File: config.mk
export PLATFORM = sky130hd
export DESIGN_NAME = pbl_decoder
export DESIGN_NICKNAME = d
export VERILOG_FILES = /design/src/design/pbl_pkg.sv /design/src/design/pbl_bit_pick.sv /design/src/design/pbl_decoder.sv
export SDC_FILE = /design/constraint.sdc
export NUM_CORES = 1
export LEC_CHECK = 0
export ABC_AREA = 1
export BUFFER_PORTS_ARGS = -buffer_cell sky130_fd_sc_hd__buf_2
export CAP_MARGIN = 10
export CORE_MARGIN = 5
export CORE_UTILIZATION = 60
export DETAILED_ROUTE_END_ITERATION = 6
export PLACE_DENSITY_LB_ADDON = 0.05
export SYNTH_ARGS = -nofsm -noshare
export SYNTH_HDL_FRONTEND = slang
export SYNTH_HIERARCHICAL = 1
export SYNTH_SLANG_ARGS = --single-unit
File: constraint.sdc
create_clock -name clk -period 6.01 [get_ports clk]
set_input_delay 1.202 -clock clk [delete_from_list [all_inputs] [get_ports clk]]
set_output_delay 1.202 -clock clk [all_outputs]
set_load 0.01 [all_outputs]
File: src/design/pbl_pkg.sv
// Constants and types shared by the bit-logic decoder files.
package pbl_pkg;

  localparam int WORD_W = 16;
  localparam int ADDR_W = 10;
  localparam int BIT_W  = 3;
  localparam int NEST_MAX = 6;
  localparam logic [2:0] NEST_MAX_D = 3'h6;

  // Whole-word opcodes.
  localparam logic [15:0] OPC_WORD_XOR   = 16'h5100;
  localparam logic [15:0] OPC_OR_ANDS    = 16'hFB00;
  localparam logic [15:0] OPC_AND_OPEN   = 16'hBA00;
  localparam logic [15:0] OPC_OR_OPEN    = 16'hBB00;
  localparam logic [15:0] OPC_CLOSE      = 16'hBF00;
  localparam logic [15:0] OPC_SBIT_AND   = 16'h780B;
  localparam logic [15:0] OPC_SBIT_ANDN  = 16'h784B;
  localparam logic [15:0] OPC_SBIT_OR    = 16'h781B;
  localparam logic [15:0] OPC_SBIT_ORN   = 16'h785B;

  // High-byte prefixes; the low three bits of the I/O and memory forms hold the bit index.
  localparam logic [4:0] PFX_IO_AND   = 5'h18;
  localparam logic [4:0] PFX_IO_ANDN  = 5'h1C;
  localparam logic [4:0] PFX_IO_OR    = 5'h19;
  localparam logic [4:0] PFX_IO_ORN   = 5'h1D;
  localparam logic [4:0] PFX_MEM_AND  = 5'h10;
  localparam logic [4:0] PFX_MEM_ANDN = 5'h14;
  localparam logic [4:0] PFX_MEM_OR   = 5'h11;
  localparam logic [4:0] PFX_MEM_ORN  = 5'h15;
  localparam logic [7:0] HI_TMR_AND   = 8'hF8;
  localparam logic [7:0] HI_TMR_ANDN  = 8'hFC;
  localparam logic [7:0] HI_TMR_OR    = 8'hF9;
  localparam logic [7:0] HI_TMR_ORN   = 8'hFD;
  localparam logic [7:0] HI_CNT_AND   = 8'hB8;
  localparam logic [7:0] HI_CNT_ANDN  = 8'hBC;
  localparam logic [7:0] HI_CNT_OR    = 8'hB9;
  localparam logic [7:0] HI_CNT_ORN   = 8'hBD;
  localparam logic [7:0] HI_FORMAL_AND = 8'h07;

  // Field positions inside opcode words.
  localparam int HI_MSB   = 15;
  localparam int HI_LSB   = 8;
  localparam int PFX_LSB  = 11;
  localparam int BITF_MSB = 10;
  localparam int BITF_LSB = 8;
  localparam int IO_OUT_POS = 7;
  localparam int IO_BYTE_MSB = 6;
  localparam int LO_MSB   = 7;
  localparam int SB_BYTE_MSB = 12;
  localparam int SB_BYTE_LSB = 3;
  localparam int SB_BIT_MSB  = 2;

  // Operand areas presented on the read port.
  typedef enum logic [2:0] {
    PBL_AREA_INPUT   = 3'h0,
    PBL_AREA_OUTPUT  = 3'h1,
    PBL_AREA_MEMORY  = 3'h2,
    PBL_AREA_SBIT    = 3'h3,
    PBL_AREA_TIMER   = 3'h4,
    PBL_AREA_COUNTER = 3'h5,
    PBL_AREA_FORMAL  = 3'h6
  } pbl_area_e;

  typedef enum logic [3:0] {
    PBL_ST_IDLE  = 4'b0001,
    PBL_ST_SADDR = 4'b0010,
    PBL_ST_REQ   = 4'b0100,
    PBL_ST_WAIT  = 4'b1000
  } pbl_state_e;

endpackage

File: src/design/pbl_bit_pick.sv
// Selects one operand bit from a fetched word and optionally inverts it.
`timescale 1ns/1ps
module pbl_bit_pick #(
  parameter int WIDTH = 8
) (
  input  wire logic [WIDTH-1:0]         data,    // Fetched operand word
  input  wire logic [$clog2(WIDTH)-1:0] sel,     // Bit index
  input  wire logic                     invert,  // Negated-status test
  output logic                          bit_out  // Selected status
);

  assign bit_out = data[sel] ^ invert;

endmodule

File: src/design/pbl_decoder.sv
// Bit-logic and word exclusive-or instruction decoder and executor.
//
// Behaviour
// - 5100 XORs accumulator two into accumulator one.
// - True AND takes I/O, memory, S-bit ranges.
// - S-bit AND uses 780B and 784B.
// - S-bit OR uses 781B and 785B.
// - Timers and counters 0..127 give status.
// - Negated AND uses inverted operand status.
// - True OR ORs operand status in.
// - Negated OR ORs inverted status in.
// - FB00 ORs the preceding AND terms.
// - BA00 opens AND bracket, six deep.
// - BB00 opens OR bracket, six deep.
// - BF00 closes bracket, applies pending operation.
// - Formal AND only in blocks, bit type.
`timescale 1ns/1ps
module pbl_decoder (
  input  wire logic                        clk,          // 20 MHz clock
  input  wire logic                        rst_n,        // Async reset, active low
  input  wire logic                        instr_valid,  // Instruction word offered
  input  wire logic [pbl_pkg::WORD_W-1:0]  instr_word,   // Instruction word
  output logic                             instr_ready,  // Word is taken this cycle
  input  wire logic                        load_valid,   // Push a word into accumulators
  input  wire logic [pbl_pkg::WORD_W-1:0]  load_word,    // Word to load
  input  wire logic                        rlo_restart,  // Next term starts a new statement
  input  wire logic                        in_fb,        // Running inside a function block
  output logic                             rd_req,       // Operand read strobe
  output logic [2:0]                       rd_area,      // Operand area
  output logic [pbl_pkg::ADDR_W-1:0]       rd_addr,      // Byte, number or parameter
  input  wire logic [7:0]                  rd_data,      // Operand byte, one cycle later
  input  wire logic                        rd_bit_type,  // Formal parameter is bit type
  output logic                             logic_result, // Combined logic result
  output logic                             first_query,  // Next term starts the chain
  output logic [pbl_pkg::WORD_W-1:0]       accumulator1, // First accumulator
  output logic [pbl_pkg::WORD_W-1:0]       accumulator2, // Second accumulator
  output logic [2:0]                       nest_depth,   // Open brackets
  output logic                             instr_error   // Refused instruction, one pulse
);

  pbl_pkg::pbl_state_e state;
  pbl_pkg::pbl_state_e next_state;

  logic [7:0] hi;
  logic [7:0] lo;
  logic [4:0] pfx;
  logic       taken;
  logic       is_op;
  logic       op_or;
  logic       op_neg;
  logic [2:0] op_area;
  logic [pbl_pkg::ADDR_W-1:0] op_addr;
  logic [pbl_pkg::BIT_W-1:0]  op_bit;
  logic       is_sbit;
  logic       formal_bad;

  logic       pend_or;
  logic       pend_neg;
  logic       pend_formal;
  logic [pbl_pkg::BIT_W-1:0] pend_bit;
  logic       oper_bit;
  logic       or_acc;
  logic       rlo;

  logic       stk_or    [pbl_pkg::NEST_MAX];
  logic       stk_rlo   [pbl_pkg::NEST_MAX];
  logic       stk_first [pbl_pkg::NEST_MAX];
  logic       stk_kind  [pbl_pkg::NEST_MAX];
  logic [2:0] top;

  assign hi    = instr_word[pbl_pkg::HI_MSB:pbl_pkg::HI_LSB];
  assign lo    = instr_word[pbl_pkg::LO_MSB:0];
  assign pfx   = instr_word[pbl_pkg::HI_MSB:pbl_pkg::PFX_LSB];
  assign taken = instr_valid && instr_ready;
  assign top   = nest_depth - 3'h1;

  // Operand decode from the opcode word.
  always_comb begin
    is_op   = 1'b1;
    op_or   = 1'b0;
    op_neg  = 1'b0;
    op_area = pbl_pkg::PBL_AREA_INPUT;
    op_addr = '0;
    op_bit  = instr_word[pbl_pkg::BITF_MSB:pbl_pkg::BITF_LSB];
    is_sbit = 1'b0;
    case (pfx)
      pbl_pkg::PFX_IO_AND, pbl_pkg::PFX_IO_ANDN, pbl_pkg::PFX_IO_OR,
      pbl_pkg::PFX_IO_ORN: begin
        op_area = instr_word[pbl_pkg::IO_OUT_POS] ? pbl_pkg::PBL_AREA_OUTPUT
                                                   : pbl_pkg::PBL_AREA_INPUT;
        op_addr = {3'h0, instr_word[pbl_pkg::IO_BYTE_MSB:0]};
        op_or   = (pfx == pbl_pkg::PFX_IO_OR) || (pfx == pbl_pkg::PFX_IO_ORN);
        op_neg  = (pfx == pbl_pkg::PFX_IO_ANDN) || (pfx == pbl_pkg::PFX_IO_ORN);
      end
      pbl_pkg::PFX_MEM_AND, pbl_pkg::PFX_MEM_ANDN, pbl_pkg::PFX_MEM_OR,
      pbl_pkg::PFX_MEM_ORN: begin
        op_area = pbl_pkg::PBL_AREA_MEMORY;
        op_addr = {2'h0, lo};
        op_or   = (pfx == pbl_pkg::PFX_MEM_OR) || (pfx == pbl_pkg::PFX_MEM_ORN);
        op_neg  = (pfx == pbl_pkg::PFX_MEM_ANDN) || (pfx == pbl_pkg::PFX_MEM_ORN);
      end
      default: begin
        op_bit  = '0;
        op_addr = {3'h0, lo[pbl_pkg::IO_BYTE_MSB:0]};
        case (hi)
          pbl_pkg::HI_TMR_AND, pbl_pkg::HI_TMR_ANDN, pbl_pkg::HI_TMR_OR,
          pbl_pkg::HI_TMR_ORN: begin
            op_area = pbl_pkg::PBL_AREA_TIMER;
            op_or   = (hi == pbl_pkg::HI_TMR_OR) || (hi == pbl_pkg::HI_TMR_ORN);
            op_neg  = (hi == pbl_pkg::HI_TMR_ANDN) || (hi == pbl_pkg::HI_TMR_ORN);
          end
          pbl_pkg::HI_CNT_AND, pbl_pkg::HI_CNT_ANDN, pbl_pkg::HI_CNT_OR,
          pbl_pkg::HI_CNT_ORN: begin
            op_area = pbl_pkg::PBL_AREA_COUNTER;
            op_or   = (hi == pbl_pkg::HI_CNT_OR) || (hi == pbl_pkg::HI_CNT_ORN);
            op_neg  = (hi == pbl_pkg::HI_CNT_ANDN) || (hi == pbl_pkg::HI_CNT_ORN);
          end
          pbl_pkg::HI_FORMAL_AND: begin
            op_area = pbl_pkg::PBL_AREA_FORMAL;
            op_addr = {2'h0, lo};
          end
          default: begin
            is_op = 1'b0;
            case (instr_word)
              pbl_pkg::OPC_SBIT_AND, pbl_pkg::OPC_SBIT_ANDN: begin
                is_sbit = 1'b1;
                op_neg  = (instr_word == pbl_pkg::OPC_SBIT_ANDN);
              end
              pbl_pkg::OPC_SBIT_OR, pbl_pkg::OPC_SBIT_ORN: begin
                is_sbit = 1'b1;
                op_or   = 1'b1;
                op_neg  = (instr_word == pbl_pkg::OPC_SBIT_ORN);
              end
              default: is_sbit = 1'b0;
            endcase
          end
        endcase
      end
    endcase
  end

  // Formal operand refused outside a block.
  assign formal_bad = is_op && (op_area == pbl_pkg::PBL_AREA_FORMAL) && !in_fb;

  always_comb begin
    next_state = state;
    case (state)
      pbl_pkg::PBL_ST_IDLE: begin
        if (taken && is_sbit)
          next_state = pbl_pkg::PBL_ST_SADDR;
        else if (taken && is_op && !formal_bad)
          next_state = pbl_pkg::PBL_ST_REQ;
      end
      pbl_pkg::PBL_ST_SADDR: if (taken) next_state = pbl_pkg::PBL_ST_REQ;
      pbl_pkg::PBL_ST_REQ:   next_state = pbl_pkg::PBL_ST_WAIT;
      pbl_pkg::PBL_ST_WAIT:  next_state = pbl_pkg::PBL_ST_IDLE;
      default:               next_state = pbl_pkg::PBL_ST_IDLE;
    endcase
  end

  always_ff @(posedge clk or negedge rst_n) begin
    if (!rst_n) begin
      state       <= pbl_pkg::PBL_ST_IDLE;
      instr_ready <= 1'b1;
      rd_req      <= 1'b0;
    end else begin
      state       <= next_state;
      instr_ready <= (next_state == pbl_pkg::PBL_ST_IDLE) ||
                     (next_state == pbl_pkg::PBL_ST_SADDR);
      rd_req      <= (next_state == pbl_pkg::PBL_ST_REQ);
    end
  end

  // Operand address and pending operation.
  always_ff @(posedge clk or negedge rst_n) begin
    if (!rst_n) begin
      rd_area     <= pbl_pkg::PBL_AREA_INPUT;
      rd_addr     <= '0;
      pend_bit    <= '0;
      pend_or     <= 1'b0;
      pend_neg    <= 1'b0;
      pend_formal <= 1'b0;
    end else if (taken && state == pbl_pkg::PBL_ST_IDLE && (is_op || is_sbit)) begin
      rd_area     <= is_sbit ? pbl_pkg::PBL_AREA_SBIT : op_area;
      rd_addr     <= op_addr;
      pend_bit    <= op_bit;
      pend_or     <= op_or;
      pend_neg    <= op_neg;
      pend_formal <= (op_area == pbl_pkg::PBL_AREA_FORMAL) && is_op;
    end else if (taken && state == pbl_pkg::PBL_ST_SADDR) begin
      // S-bit byte and bit from the address word.
      rd_addr  <= instr_word[pbl_pkg::SB_BYTE_MSB:pbl_pkg::SB_BYTE_LSB];
      pend_bit <= instr_word[pbl_pkg::SB_BIT_MSB:0];
    end
  end

  pbl_bit_pick #(
    .WIDTH (8)
  ) u_pick (
    .data    (rd_data),
    .sel     (pend_bit),
    .invert  (pend_neg),
    .bit_out (oper_bit)
  );

  // Logic result chain and bracket stack.
  always_ff @(posedge clk or negedge rst_n) begin
    if (!rst_n) begin
      rlo          <= 1'b0;
      or_acc       <= 1'b0;
      first_query  <= 1'b1;
      logic_result <= 1'b0;
      nest_depth   <= '0;
      instr_error  <= 1'b0;
      for (int i = 0; i < pbl_pkg::NEST_MAX; i++) begin
        stk_or[i]    <= 1'b0;
        stk_rlo[i]   <= 1'b0;
        stk_first[i] <= 1'b0;
        stk_kind[i]  <= 1'b0;
      end
    end else begin
      instr_error  <= 1'b0;
      logic_result <= or_acc | rlo;
      if (rlo_restart) begin
        first_query <= 1'b1;
        or_acc      <= 1'b0;
      end else if (state == pbl_pkg::PBL_ST_WAIT) begin
        if (pend_formal && !rd_bit_type) begin
          instr_error <= 1'b1;
        end else begin
          first_query <= 1'b0;
          if (first_query)
            rlo <= oper_bit;
          else if (pend_or)
            rlo <= rlo | oper_bit;
          else
            rlo <= rlo & oper_bit;
        end
      end else if (taken && state == pbl_pkg::PBL_ST_IDLE) begin
        instr_error <= formal_bad;
        case (instr_word)
          pbl_pkg::OPC_OR_ANDS: begin
            or_acc      <= or_acc | rlo;
            rlo         <= 1'b0;
            first_query <= 1'b1;
          end
          pbl_pkg::OPC_AND_OPEN, pbl_pkg::OPC_OR_OPEN: begin
            if (nest_depth == pbl_pkg::NEST_MAX_D) begin
              instr_error <= 1'b1;
            end else begin
              stk_or[nest_depth]    <= or_acc;
              stk_rlo[nest_depth]   <= rlo;
              stk_first[nest_depth] <= first_query;
              stk_kind[nest_depth]  <= (instr_word == pbl_pkg::OPC_OR_OPEN);
              nest_depth  <= nest_depth + 3'h1;
              or_acc      <= 1'b0;
              rlo         <= 1'b0;
              first_query <= 1'b1;
            end
          end
          // Close and combine with outer result.
          pbl_pkg::OPC_CLOSE: begin
            if (nest_depth == 3'h0) begin
              instr_error <= 1'b1;
            end else begin
              nest_depth  <= top;
              or_acc      <= stk_or[top];
              first_query <= 1'b0;
              if (stk_first[top])
                rlo <= or_acc | rlo;
              else if (stk_kind[top])
                rlo <= stk_rlo[top] | or_acc | rlo;
              else
                rlo <= stk_rlo[top] & (or_acc | rlo);
            end
          end
          default: rlo <= rlo;
        endcase
      end
    end
  end

  always_ff @(posedge clk or negedge rst_n) begin
    if (!rst_n) begin
      accumulator1 <= '0;
      accumulator2 <= '0;
    end else if (load_valid) begin
      accumulator2 <= accumulator1;
      accumulator1 <= load_word;
    end else if (taken && state == pbl_pkg::PBL_ST_IDLE &&
                 instr_word == pbl_pkg::OPC_WORD_XOR) begin
      accumulator1 <= accumulator2 ^ accumulator1;
    end
  end

endmodule

== After elaboration in Yosys (flattened, before gate mapping) ==
Cells that the tools add are included.

* Flip-flop bits (word level): 89
* Bits of input ports: 47
* Word-level logic and storage cells: 236

* $add $sub $neg: 2
* $lt $le $gt $ge: 4
* Equal/unequal tests: 46
* Muxes and demuxes: 80
* Bitwise logic cells: 13
* Reductions and logical operators: 50

{| class="wikitable"
|+ Operator list
! kind !! number
|-
| 16-bit by 15-bit equality test with 1-bit output (second input constant) || 5
|-
| 16-bit equality test (second input constant) || 4
|-
| 8-bit equality test (second input constant) || 8
|-
| 1-bit two-way mux || 42
|-
| 5-bit equality test (second input constant) || 8
|-
| 16-bit two-way mux || 2
|-
| 6-bit bitwise mux || 4
|-
| 10-bit two-way mux || 2
|-
| 4-bit OR reduction || 5
|-
| 3-bit two-way mux || 6
|-
| 8-bit one-hot mux with 2 select lines || 1
|-
| 16-bit XOR || 1
|-
| 1-bit binary-select mux with 3-bit select || 5
|-
| 3-bit != test (second input constant) || 5
|-
| 1-bit one-hot mux with 3 select lines || 5
|-
| 5-bit AND reduction || 3
|-
| 1-bit logical AND || 12
|-
| 4-bit two-way mux || 3
|-
| 3-bit one-hot mux with 2 select lines || 2
|-
| 4-bit one-hot mux with 3 select lines || 1
|-
| 6-bit AND reduction || 2
|-
| 1-bit logical OR || 10
|-
| 2-bit nonzero test || 5
|-
| 3-bit one-hot mux with 3 select lines || 1
|-
| other kinds (29) || 53
|}

== Longest topological paths before layout ==
Gate-level depths: netlist of run 1.

* Depth after elaboration: 14
* Depth in mapped cells: 15
* Gate-level depth less buffers: 13

== Cells and area by module ==
The synthesis of run 1 kept the hierarchy.

{| class="wikitable"
|+ Modules (own cells, without submodules)
! module !! times used !! cells an instance !! area an instance (µm²)
|-
| pbl_decoder || 1 || 644 || 4909.7
|-
| pbl_bit_pick || 1 || 30 || 131.4
|}

== Least setup slack after synthesis of run 1 ==
No wires, ideal clock.

* Kind: input -> register
* Start: input port instr_word[8] in the netlist's numbering
* End: register nest_depth[1]
* Arrival time: 2.291 ns
* Data required time: 5.893 ns
* Slack: 3.602 ns
* Stages: 11
* Cells stage by stage: buf_4 nand2_1 inv_2 nand2_1 nor2_4 nand2_2 nor3_1 nor3_1 nand2_2 nand2_1 nand2_1

* Longest elaborated chain between the ends: 4
* Elaborated cells on any way between the ends: 9

{| class="wikitable"
|+ RTL lines
! element !! RTL line !! RTL
|-
| start: declaration || pbl_decoder.sv:22 || <nowiki>input wire logic [pbl_pkg::WORD_W-1:0] instr_word,</nowiki>
|-
| 16-bit equality test || pbl_decoder.sv:241 || <nowiki>case (instr_word)</nowiki>
|-
| 2-bit OR reduction || pbl_decoder.sv:241 ||
|-
| 2-bit != test (no source line) / 2-bit nonzero test (equally long branches) || - ||
|-
| 6-bit AND reduction (no source line) || - ||
|-
| end signal: assignment || pbl_decoder.sv:255 || <nowiki>nest_depth <= nest_depth + 3'h1;</nowiki>
|-
| end signal: assignment || pbl_decoder.sv:266 || <nowiki>nest_depth <= top;</nowiki>
|-
| end: declaration || pbl_decoder.sv:37 || <nowiki>output logic [2:0] nest_depth,</nowiki>
|}

Parallel ways exist; a longest one is shown, timed or not.
A chain may end at the register's enable or synchronous reset.

== Final worst setup path of run 1 ==
* Start: input port load_valid
* End: register accumulator1[12] in the netlist's numbering

* Longest elaborated chain between the ends: 1
* Elaborated cells on any way between the ends: 2

{| class="wikitable"
|+ RTL lines
! element !! RTL line !! RTL
|-
| start: declaration || pbl_decoder.sv:24 || <nowiki>input wire logic load_valid,</nowiki>
|-
| 16-bit two-way mux / 2-bit nonzero test (equally long branches) || - ||
|-
| end signal: assignment || pbl_decoder.sv:289 || <nowiki>accumulator1 <= load_word;</nowiki>
|-
| end signal: assignment || pbl_decoder.sv:292 || <nowiki>accumulator1 <= accumulator2 ^ accumulator1;</nowiki>
|-
| end: declaration || pbl_decoder.sv:35 || <nowiki>output logic [pbl_pkg::WORD_W-1:0] accumulator1,</nowiki>
|}

Parallel ways exist; a longest one is shown, timed or not.

==> qor.csv, run 1 <==
metric,value,unit
path_cells,buf_2 -> inv_1 -> nand2_1 -> o21ai_0,
h-tree-depth,3,
totalWireLength,12.4,mm
synth_area_leader_cell,sky130_fd_sc_hd__dfrtp_1,
detailed_place_hpwl,9.23,mm
drtIter0Drc,246,
fp.dieArea,10300,sq um
post_synth_instance_area,5040,sq um
finalCriticalPeriod,3.05,ns
synth-edff-count,0,
detailedRoute.firstPassIterationCount,5,
ys_seq_area_share,44.3,%
report.final.setup_viol,0,
critical_path_required,6.27,ns
globalRouteTotalUtil,24.9,%
synth.top_cell.area_share,42.7,%
drv_slew,0,
cts-root-buf,sky130_fd_sc_hd__clkbuf_8,
numClockSinks,89,
syn-mean-instance-area,7.48,sq um
floorplan.die.width,102,um
worst_path_dominant_cell_family,buffers and inverters,
worst_ep_arrival,3.31,ns
outcome,"complete, no violations",
post_cts_hold_buffer_count,0,
tritoncts,yes,
port-buffer-count,99,
io-pin-count,100,
std_cell_rows,33,
cp_max_fo,33,
ys_warn_count,6,
synth_most_common_cell,sky130_fd_sc_hd__nand2_1,
vias,4681,
cts.repair.resized,0,
clk_pin_slew_worst_paths,0.10,ns
core_box_area,8220,sq um
worst_ir_drop_vdd,0.203,mV
finalPower,1.65,mW
drt_drc_violations_left,0,
synthesis_to_finish_area_growth,14.2,%
postSynth.asyncResetShare,100,%
globalplace.congestion,0.957,
critPathBufInv,2,
syn-instance-count,674,
hold_viol_final,0,
num-nets-final,817,
grt_antenna_before_repair,0,
layout-drive-gt1-share,20.9,%
dr_wl_cell,14.2,um
synth_area_leaders,"sky130_fd_sc_hd__dfrtp_1 43%, sky130_fd_sc_hd__nand2_1 16%, sky130_fd_sc_hd__o21ai_0 7.0%, sky130_fd_sc_hd__inv_1 5.5%, sky130_fd_sc_hd__nand3_1 5.0%",
grt_max_degree,66,
power_density,286,nW/um^2
synth-main-ff-cell,sky130_fd_sc_hd__dfrtp_1,
maxSlewHeadroom,41.7,%
netlist-cell-type-count,45,
via_per_inst,5.34,
initial_core_util,61.4,%
seq_cells_post_synth,89,
post-cts-setup-buffers,0,
crit_path_top_delay_cell,sky130_fd_sc_hd__nand2_1,
leakage_power,3.04,nW
worst-setup-path-type,in2reg,
worstHoldPathType,reg2reg,
rsz0062_at_grt,no,
first_global_vias,4393,
synth_commonest_cells,"216 x sky130_fd_sc_hd__nand2_1, 86 x sky130_fd_sc_hd__dfrtp_1, 74 x sky130_fd_sc_hd__inv_1, 71 x sky130_fd_sc_hd__o21ai_0, 50 x sky130_fd_sc_hd__nand3_1",
syn_nets,725,
antenna_left,0,
crit_path_start_kind,input port,
n_antenna_cell,0,
clock_latency_of_the_later_clocked_register_in_the_worst_skew_pair,0.37,ns
crit_path_end_kind,flip-flop,
timing.final.crit_share,50.7,%
cts_buf_count,9,
totalNegativeSetupSlack,0,ns
max-cap-violations,0,
timing.fmax,328,MHz
wire_length_of_the_first_global_routing_pass,20.4,mm
timing.critical_path.slowest_cell_delay,0.75,ns
chipHeight,102,um
clock_tree.buffer_depth,2,
worstMarginPinSlew,0.873,ns
globalRoute.totalOverflow,0,
timing.clock.skew,0.0116,ns
-- placed cells by master (no fill, tap or decap), types with 2 or more instances in the layout --
cell type                    instances
sky130_fd_sc_hd__inv_2               7
sky130_fd_sc_hd__o21ai_1            24
sky130_fd_sc_hd__clkinvlp_4          2
sky130_fd_sc_hd__xnor2_1            17
sky130_fd_sc_hd__nor4_1              2
sky130_fd_sc_hd__inv_8               2
sky130_fd_sc_hd__nand2_2            11
sky130_fd_sc_hd__dfrtp_1            86
sky130_fd_sc_hd__nor2_4              3
sky130_fd_sc_hd__clkinv_2            3
sky130_fd_sc_hd__nand2_1           216
sky130_fd_sc_hd__nor3_1             10
sky130_fd_sc_hd__dfstp_2             3
sky130_fd_sc_hd__o21ai_0            71
sky130_fd_sc_hd__clkbuf_8            9
sky130_fd_sc_hd__buf_4               2
sky130_fd_sc_hd__nor3_4              2
sky130_fd_sc_hd__inv_1              74
sky130_fd_sc_hd__nor2_1             33
sky130_fd_sc_hd__buf_2              98
sky130_fd_sc_hd__a22oi_1             2
sky130_fd_sc_hd__nand3_1            50
sky130_fd_sc_hd__xor2_1              2
sky130_fd_sc_hd__ha_1                4
sky130_fd_sc_hd__nor2_2              4
sky130_fd_sc_hd__a21oi_1             6
sky130_fd_sc_hd__nand4_1             5
sky130_fd_sc_hd__nand3_2             2
sky130_fd_sc_hd__nand2_4             2
sky130_fd_sc_hd__inv_6               2
-- worst reg2reg max path: cells and delay by family, from the launching register on --
family                   cells  cell delay, ns
AO/OA/AOI/OAI                3            0.35
AND/OR/NAND/NOR              2            0.17
buffers and inverters        2            0.81
XOR/XNOR                     1            0.30
flip-flops                   1            0.78
adder cells (fa/ha/maj)      1            0.44
-- per-layer routing --
layer | track usage, % | vias to the layer above | wire length (um)
met5 | 0 | - | 0
met4 | 10.4 | 0 | 272
met3 | 3.72 | 23 | 796
met2 | 38.6 | 153 | 5690
met1 | 34.9 | 2169 | 5650
li1 | - | 2336 | -
-- final timing paths --
path	from	to	slack [ns]	depth (start not counted)
max	load_valid	accumulator1[12]$_DFFE_PN0P_	2.96	4
min	stk_kind[1]$_DFFE_PN0P_	stk_kind[1]$_DFFE_PN0P_	0.49	2
max reg2reg	nest_depth[0]$_DFFE_PN0P_	or_acc$_DFFE_PN0P_	3.09	9
min reg2reg	stk_kind[1]$_DFFE_PN0P_	stk_kind[1]$_DFFE_PN0P_	0.49	2
max in group asynchronous	rst_n	pend_or$_DFFE_PN0P_	4.18	2
min in group asynchronous	rst_n	state[2]$_DFF_PN0_	0.72	1
-- sequential cells by signal (all words and copies together), names as in the netlist --
signal,cells
accumulator1,16
accumulator2,16
rd_addr,10
stk_first,6
stk_kind,6
stk_or,6
stk_rlo,6
state,4
nest_depth,3
pend_bit,3
rd_area,3
first_query,1
instr_error,1
instr_ready,1
logic_result,1
or_acc,1
pend_formal,1
pend_neg,1
pend_or,1
rd_req,1
rlo,1
-- stage by stage --
stage / area (sq um) / cells / hold WS (ns) / setup WS, ns / util, %
after floorplan: 5040 / 674 / 0.451 / 3.60 / -
after global placement: 5580 / 860 / 0.466 / 2.74 / 67.9
after detailed placement: 5580 / 860 / 0.470 / 2.61 / 67.9
after CTS: 5760 / 876 / 0.494 / 3.02 / 70.1
after global routing: 5760 / 876 / 0.525 / 2.71 / 70.1
final: 5760 / 876 / 0.493 / 2.96 / 70.1
-- final cells by class --
| cell class | instances | area [sq um] |
|---|---|---|
| Clock inverter | 7 | 60.1 |
| Clock buffer | 9 | 124 |
| Tap cell | 105 | 131 |
| Timing Repair Buffer | 100 | 505 |
| Sequential cell | 89 | 2230 |
| Inverter | 85 | 324 |
| Multi-Input combinational cell | 481 | 2380 |
| Fill cell | 690 | 2460 |
-- cell families (layout without fill, tap and decap cells) --
| family | count (synthesis) | after routing | synth area share, % |
|---|---|---|---|
| fa+ha+maj | 4 | 4 | 0.993 |
| xor+xnor | 19 | 19 | 3.30 |
| mux | 1 | 1 | 0.199 |
| compound gates | 110 | 110 | 11.5 |
| flops | 89 | 89 | 44.3 |
| buf+inv | 104 | 201 | 8.46 |
| simple gates | 347 | 347 | 31.3 |
-- power by group --
part           internal, mW  switching, mW  leakage (nW)
Clock                 0.158          0.239        0.0901
Combinational         0.182          0.285          1.79
Sequential            0.704         0.0812          1.16
No activity file was read; power rests on OpenSTA's default activity.
==> inputs of run 2 (changes only) <==
--- a/config.mk
+++ b/config.mk
@@ -9,7 +9,7 @@
 export BUFFER_PORTS_ARGS = -buffer_cell sky130_fd_sc_hd__buf_2
 export CAP_MARGIN = 10
 export CORE_MARGIN = 5
-export CORE_UTILIZATION = 60
+export CORE_UTILIZATION = 56
 export DETAILED_ROUTE_END_ITERATION = 6
 export PLACE_DENSITY_LB_ADDON = 0.05
 export SYNTH_ARGS = -nofsm -noshare
==> constraint.sdc (replaced) <==
create_clock -name clk -period 3 [get_ports clk]
set_input_delay 0.6 -clock clk [delete_from_list [all_inputs] [get_ports clk]]
set_output_delay 0.6 -clock clk [all_outputs]
set_load 0.01 [all_outputs]
==> run 2 against run 1 <==
Against the previous run:
- setup slack got worse by 2.3 ns
- critical path depth up 8
- register-to-register slack lost 2.5 ns
- count of clock-buffer cells in the layout grew 1
- final cell count grew 0.68%
- sequential power grew 100%
- sequential share of layout area decreased by 0.38 points
- wire length is 2.8% higher
- clock skew grew 0.0012 ns
- cell area increased by 1.0%
- worst hold slack got worse by 0.25 ns
- critical endpoint is now rlo$_DFFE_PN0P_
- largest power group unchanged
==> qor.csv, run 2 (synthesis gave the netlist of run 1 again) <==
metric,value,unit
io-pin-count,100,
crit_path_top_delay_cell,sky130_fd_sc_hd__dfrtp_1,
worst-setup-path-type,reg2reg,
clock_latency_of_the_later_clocked_register_in_the_worst_skew_pair,0.36,ns
path_cells,clkinv_1 -> ha_1 -> xnor2_1 -> inv_1 -> nand3_1 -> nand2_1 -> nand2_1 -> nand2_1 -> nand2_1 -> nand2_1 -> nand2_1 -> nand2_1,
power_density,581,nW/um^2
drt_drc_violations_left,0,
vias,4716,
largestRegisters,"accumulator1: 16 flops, accumulator2: 16 flops, rd_addr: 10 flops",
multiInputGateArea,2380,sq um
synthesis_to_finish_area_growth,15.4,%
chipHeight,105,um
worstHoldPathType,in2async,
report.final.setup_viol,0,
floorplan.die.width,105,um
globalRouteTotalUtil,23.5,%
layout_commonest_cell,sky130_fd_sc_hd__nand2_1,
post_cts_hold_buffer_count,0,
worst_ep_arrival,2.63,ns
num-nets-final,820,
grt_max_degree,90,
critical_path.most_common_cell,sky130_fd_sc_hd__nand2_1,
leakage_power,3.07,nW
first_global_vias,4503,
dr_wl_cell,14.5,um
placed_cell_area,5610,sq um
sequential_cell_area,2230,sq um
clk_pin_slew_worst_paths,0.10,ns
cts_buf_count,9,
via_per_inst,5.35,
core_box_area,8760,sq um
port-buffer-count,99,
grt_antenna_before_repair,0,
crit_path_start_kind,flip-flop,
timing.reg2reg.setup_slack,0.62,ns
worstMarginPinSlew,0.680,ns
critical_path_required,3.26,ns
clock_tree.buffer_depth,2,
worst-r2r-cell-count,12,
antenna_left,0,
wire_length_of_the_first_global_routing_pass,21.4,mm
min_hold_slack,0.239,ns
std_cell_rows,34,
detailed_place_hpwl,9.38,mm
worst_ir_drop_vdd,0.369,mV
max-cap-violations,0,
hold_viol_final,0,
timing.clock.skew,0.0128,ns
outcome,"complete, no violations",
layout.cells.most_common_list,"216 x sky130_fd_sc_hd__nand2_1, 98 x sky130_fd_sc_hd__buf_2, 86 x sky130_fd_sc_hd__dfrtp_1, 74 x sky130_fd_sc_hd__inv_1, 71 x sky130_fd_sc_hd__o21ai_0",
finish.cell_count_without_fillers,882,
rsz0062_at_grt,no,
globalRoute.totalOverflow,0,
totalWireLength,12.8,mm
cp_max_fo,19,
initial_core_util,57.5,%
drtIter0Drc,399,
tritoncts,yes,
globalplace.congestion,0.967,
finalCriticalPeriod,2.38,ns
finalPower,3.38,mW
drv_slew,0,
layout-drive-gt1-share,21.1,%
cts.repair.resized,0,
final_cell_area,5820,sq um
fp.dieArea,11000,sq um
cts-root-buf,sky130_fd_sc_hd__clkbuf_8,
maxSlewHeadroom,54.6,%
post-cts-setup-buffers,0,
numClockSinks,89,
totalNegativeSetupSlack,0,ns
final.fill_count,788,
timing.critical_path.slowest_cell_delay,0.79,ns
detailedRoute.firstPassIterationCount,5,
timing.fmax,421,MHz
placed_cells_incl_taps,866,
crit_path_end_kind,flip-flop,
timing.final.crit_share,79.2,%
h-tree-depth,3,
n_antenna_cell,0,
[run 2: cell types whose count changed in the layout (fill, tap and decap cells not counted)]
cell,change
sky130_fd_sc_hd__inv_8,-1
sky130_fd_sc_hd__buf_12,+1
sky130_fd_sc_hd__clkbuf_1,+1
sky130_fd_sc_hd__clkinv_4,+1
sky130_fd_sc_hd__clkinv_2,-1
sky130_fd_sc_hd__bufinv_16,+1
sky130_fd_sc_hd__buf_4,+2
sky130_fd_sc_hd__clkinvlp_4,-1
[run 2: through the flow]
step	util (%)	setup slack [ns]
2_1_floorplan	-	1.02
3_3_place_gp	64.1	0.778
3_5_place_dp	64.1	0.676
4_1_cts	66.4	0.662
5_1_grt	66.4	0.361
6_report	66.4	0.624
[run 2: metal layers]
metal  GRT usage [%]  vias up  share of wire [%]
li1                -     2338                  -
met1            31.1     2203                 44
met2            39.1      158                 49
met3            4.62       17                6.2
met4            6.94        0                1.3
met5               0        -                  0
[run 2: final timing paths]
| check | startpoint | endpoint |
|---|---|---|
| hold / removal | rst_n | pend_formal$_DFFE_PN0P_ |
| min in group clk | stk_kind[1]$_DFFE_PN0P_ | stk_kind[1]$_DFFE_PN0P_ |
| hold reg to reg | stk_kind[1]$_DFFE_PN0P_ | stk_kind[1]$_DFFE_PN0P_ |
| setup / recovery | nest_depth[0]$_DFFE_PN0P_ | rlo$_DFFE_PN0P_ |
| max in group asynchronous | rst_n | state[0]$_DFF_PN1_ |
| setup reg to reg | nest_depth[0]$_DFFE_PN0P_ | rlo$_DFFE_PN0P_ |
[run 2: worst max-delay path, delay by kind of cell, from the launching register on]
family	cells	cell delay [ns]
flip-flops	1	0.79
AND/OR/NAND/NOR	8	0.47
buffers and inverters	2	0.45
adder cells (fa/ha/maj)	1	0.29
XOR/XNOR	1	0.28
[run 2: power breakdown]
group | total (mW) | switching, mW | internal [mW]
logic | 0.944 | 0.576 | 0.367
clock network | 0.865 | 0.466 | 0.399
registers | 1.57 | 0.163 | 1.41
[run 2: area by class of cell]
class / instances / share of cell area, %
well taps: 108 / 2.32
multi-input cells: 481 / 41.0
clock buffers: 10 / 2.19
flip-flops and latches: 89 / 38.4
inverters: 85 / 5.57
repair buffers: 103 / 9.29
clock inverters: 6 / 1.29
==> inputs of run 3 (changes only) <==
--- a/config.mk
+++ b/config.mk
@@ -9,7 +9,7 @@
 export BUFFER_PORTS_ARGS = -buffer_cell sky130_fd_sc_hd__buf_2
 export CAP_MARGIN = 10
 export CORE_MARGIN = 5
-export CORE_UTILIZATION = 56
+export CORE_UTILIZATION = 50
 export DETAILED_ROUTE_END_ITERATION = 6
 export PLACE_DENSITY_LB_ADDON = 0.05
 export SYNTH_ARGS = -nofsm -noshare
==> constraint.sdc (replaced) <==
create_clock -name clk -period 1.98 [get_ports clk]
set_input_delay 0.396 -clock clk [delete_from_list [all_inputs] [get_ports clk]]
set_output_delay 0.396 -clock clk [all_outputs]
set_load 0.01 [all_outputs]
==> run 3 against run 2 <==
Against the previous run:
- worst hold slack gained 0.069 ns
- critical path depth shrank 3
- wire length shrank 0.25%
- sequential power grew 52%
- sequential share of layout area shrank 1.3 points
- final cell count grew 4.9%
- largest power group unchanged
- die area grew 11%
- cell area grew 3.4%
- clock power grew 55%
==> qor.csv, run 3 (synthesis gave the netlist of run 1 again) <==
metric,value,unit
outcome,"complete, no violations",
cts.repair.resized,0,
timing.final.crit_share,91.5,%
clk_pin_slew_worst_paths,0.09,ns
placed_cells_incl_taps,908,
worst_path_dominant_cell_family,simple AND/OR/NAND/NOR gates,
largestRegisters,"accumulator1: 16 flops, accumulator2: 16 flops, rd_addr: 10 flops",
dr_wl_cell,13.8,um
timing.critical_path.slowest_cell_delay,0.54,ns
via_per_inst,5.08,
globalRoute.totalOverflow,0,
layout_commonest_cell,sky130_fd_sc_hd__nand2_1,
final_cell_area,6010,sq um
wire_length_of_the_first_global_routing_pass,21.7,mm
cts_buf_count,9,
num-nets-final,838,
preCtsSetupSlack,0.0702,ns
worst_setup_path_startpoint,state[0]$_DFF_PN1_,
critical_path.most_common_cell,sky130_fd_sc_hd__nand2_2,
std_cell_rows,36,
worstHoldStart,instr_word[6],
initial_core_util,51.3,%
port-buffer-count,99,
critical_path_required,2.23,ns
setup_slack,0.169,ns
globalplace.congestion,0.994,
io-pin-count,100,
vias,4701,
cts-root-buf,sky130_fd_sc_hd__clkbuf_8,
crit_path_start_kind,flip-flop,
drt_drc_violations_left,0,
clock_tree.buffer_depth,2,
crit_path_end_kind,flip-flop,
critPathBufInv,2,
hold_viol_final,0,
maxSlewHeadroom,64.3,%
n_antenna_cell,0,
grt.met2_usage,33.7,%
totalWireLength,12.7,mm
numClockSinks,89,
global_route.usage.met1,28.4,%
finish.cell_count_without_fillers,925,
chipHeight,110,um
clock_latency_of_the_later_clocked_register_in_the_worst_skew_pair,0.37,ns
min_hold_slack,0.308,ns
drtIter0Drc,330,
detailed_place_hpwl,9.75,mm
grt_antenna_before_repair,0,
tritoncts,yes,
detailedRoute.firstPassIterationCount,5,
worstReg2RegStart,state[0]$_DFF_PN1_,
h-tree-depth,3,
totalNegativeSetupSlack,0,ns
worst-setup-path-type,reg2reg,
antenna_left,0,
core_box_area,9820,sq um
grt_max_degree,39,
cp_max_fo,8,
worstMarginPinSlew,0.535,ns
globalRouteTotalUtil,21.1,%
timing.fmax,552,MHz
first_global_vias,4547,
crit_path_top_delay_cell,sky130_fd_sc_hd__dfstp_2,
worst_ir_drop_vdd,0.516,mV
timing.reg2reg.setup_slack,0.17,ns
max-cap-violations,0,
drv_slew,0,
placed_cell_area,5790,sq um
floorplan.die.width,110,um
finalCriticalPeriod,1.81,ns
report.final.setup_viol,0,
layout-drive-gt1-share,23.0,%
global_route.usage.met3,4.16,%
utilization,61.2,%
finalPower,5.19,mW
layout.cells.most_common_list,"216 x sky130_fd_sc_hd__nand2_1, 98 x sky130_fd_sc_hd__buf_2, 86 x sky130_fd_sc_hd__dfrtp_1, 74 x sky130_fd_sc_hd__inv_1, 71 x sky130_fd_sc_hd__o21ai_0",
synthesis_to_finish_area_growth,19.3,%
rsz0062_at_grt,no,
timing.clock.skew,0.00814,ns
power_density,862,nW/um^2
fp.dieArea,12200,sq um
worst_ep_arrival,2.06,ns
worstHoldPathType,in2reg,
grt_most_used_layer,met2,
leakage_power,3.18,nW
path_cells,inv_1 -> nor3_4 -> nand2_2 -> inv_2 -> nand4_4 -> nor2_4 -> nand2_2 -> nand2_1 -> o21ai_1,
==> run 3: final cells by class <==
type	instances	area, sq um
Clock inverter	6	72.6
Inverter	85	324
Timing Repair Buffer	121	691
Fill cell	962	3810
Multi-Input combinational cell	481	2390
Sequential cell	89	2230
Clock buffer	10	138
Tap cell	133	166
==> run 3: repair_timing <==
action | 4_1_cts | 5_1_grt
buffers inserted | 0 | 0
hold buffers | 1 | 0
endpoints found under the hold margin | 22 | 0
setup endpoints to repair | 0 | 0
==> run 3: path summary, 6_finish.rpt <==
check,to,depth (start not counted)
max in group asynchronous,state[0]$_DFF_PN1_,3
min in group asynchronous,state[2]$_DFF_PN0_,2
worst max register to register,stk_or[1]$_DFFE_PN0P_,9
worst max-delay path,stk_or[1]$_DFFE_PN0P_,9
worst min-delay path,rd_addr[3]$_DFFE_PN0P_,3
worst min register to register,stk_kind[4]$_DFFE_PN0P_,2
==> run 3: worst reg2reg max path: stages, from the launching register on <==
cell and delay [ns]:
sky130_fd_sc_hd__dfstp_2 0.54, sky130_fd_sc_hd__inv_1 0.08, sky130_fd_sc_hd__nor3_4 0.19, sky130_fd_sc_hd__nand2_2 0.11, sky130_fd_sc_hd__inv_2 0.18, sky130_fd_sc_hd__nand4_4 0.16, sky130_fd_sc_hd__nor2_4 0.16, sky130_fd_sc_hd__nand2_2 0.13
sky130_fd_sc_hd__nand2_1 0.10, sky130_fd_sc_hd__o21ai_1 0.06
==> run 3: routing by layer <==
layer | vias to the layer above | routed length, um
li1 | 2367 | -
met1 | 2187 | 5900
met2 | 130 | 5930
met3 | 17 | 683
met4 | 0 | 211
met5 | - | 0
==> run 3: power breakdown <==
part           switching [mW]  internal [mW]  leakage [nW]  total [mW]
Combinational           0.870          0.596          1.91        1.47
Sequential              0.243           2.14          1.16        2.38
Clock                   0.703          0.636         0.109        1.34
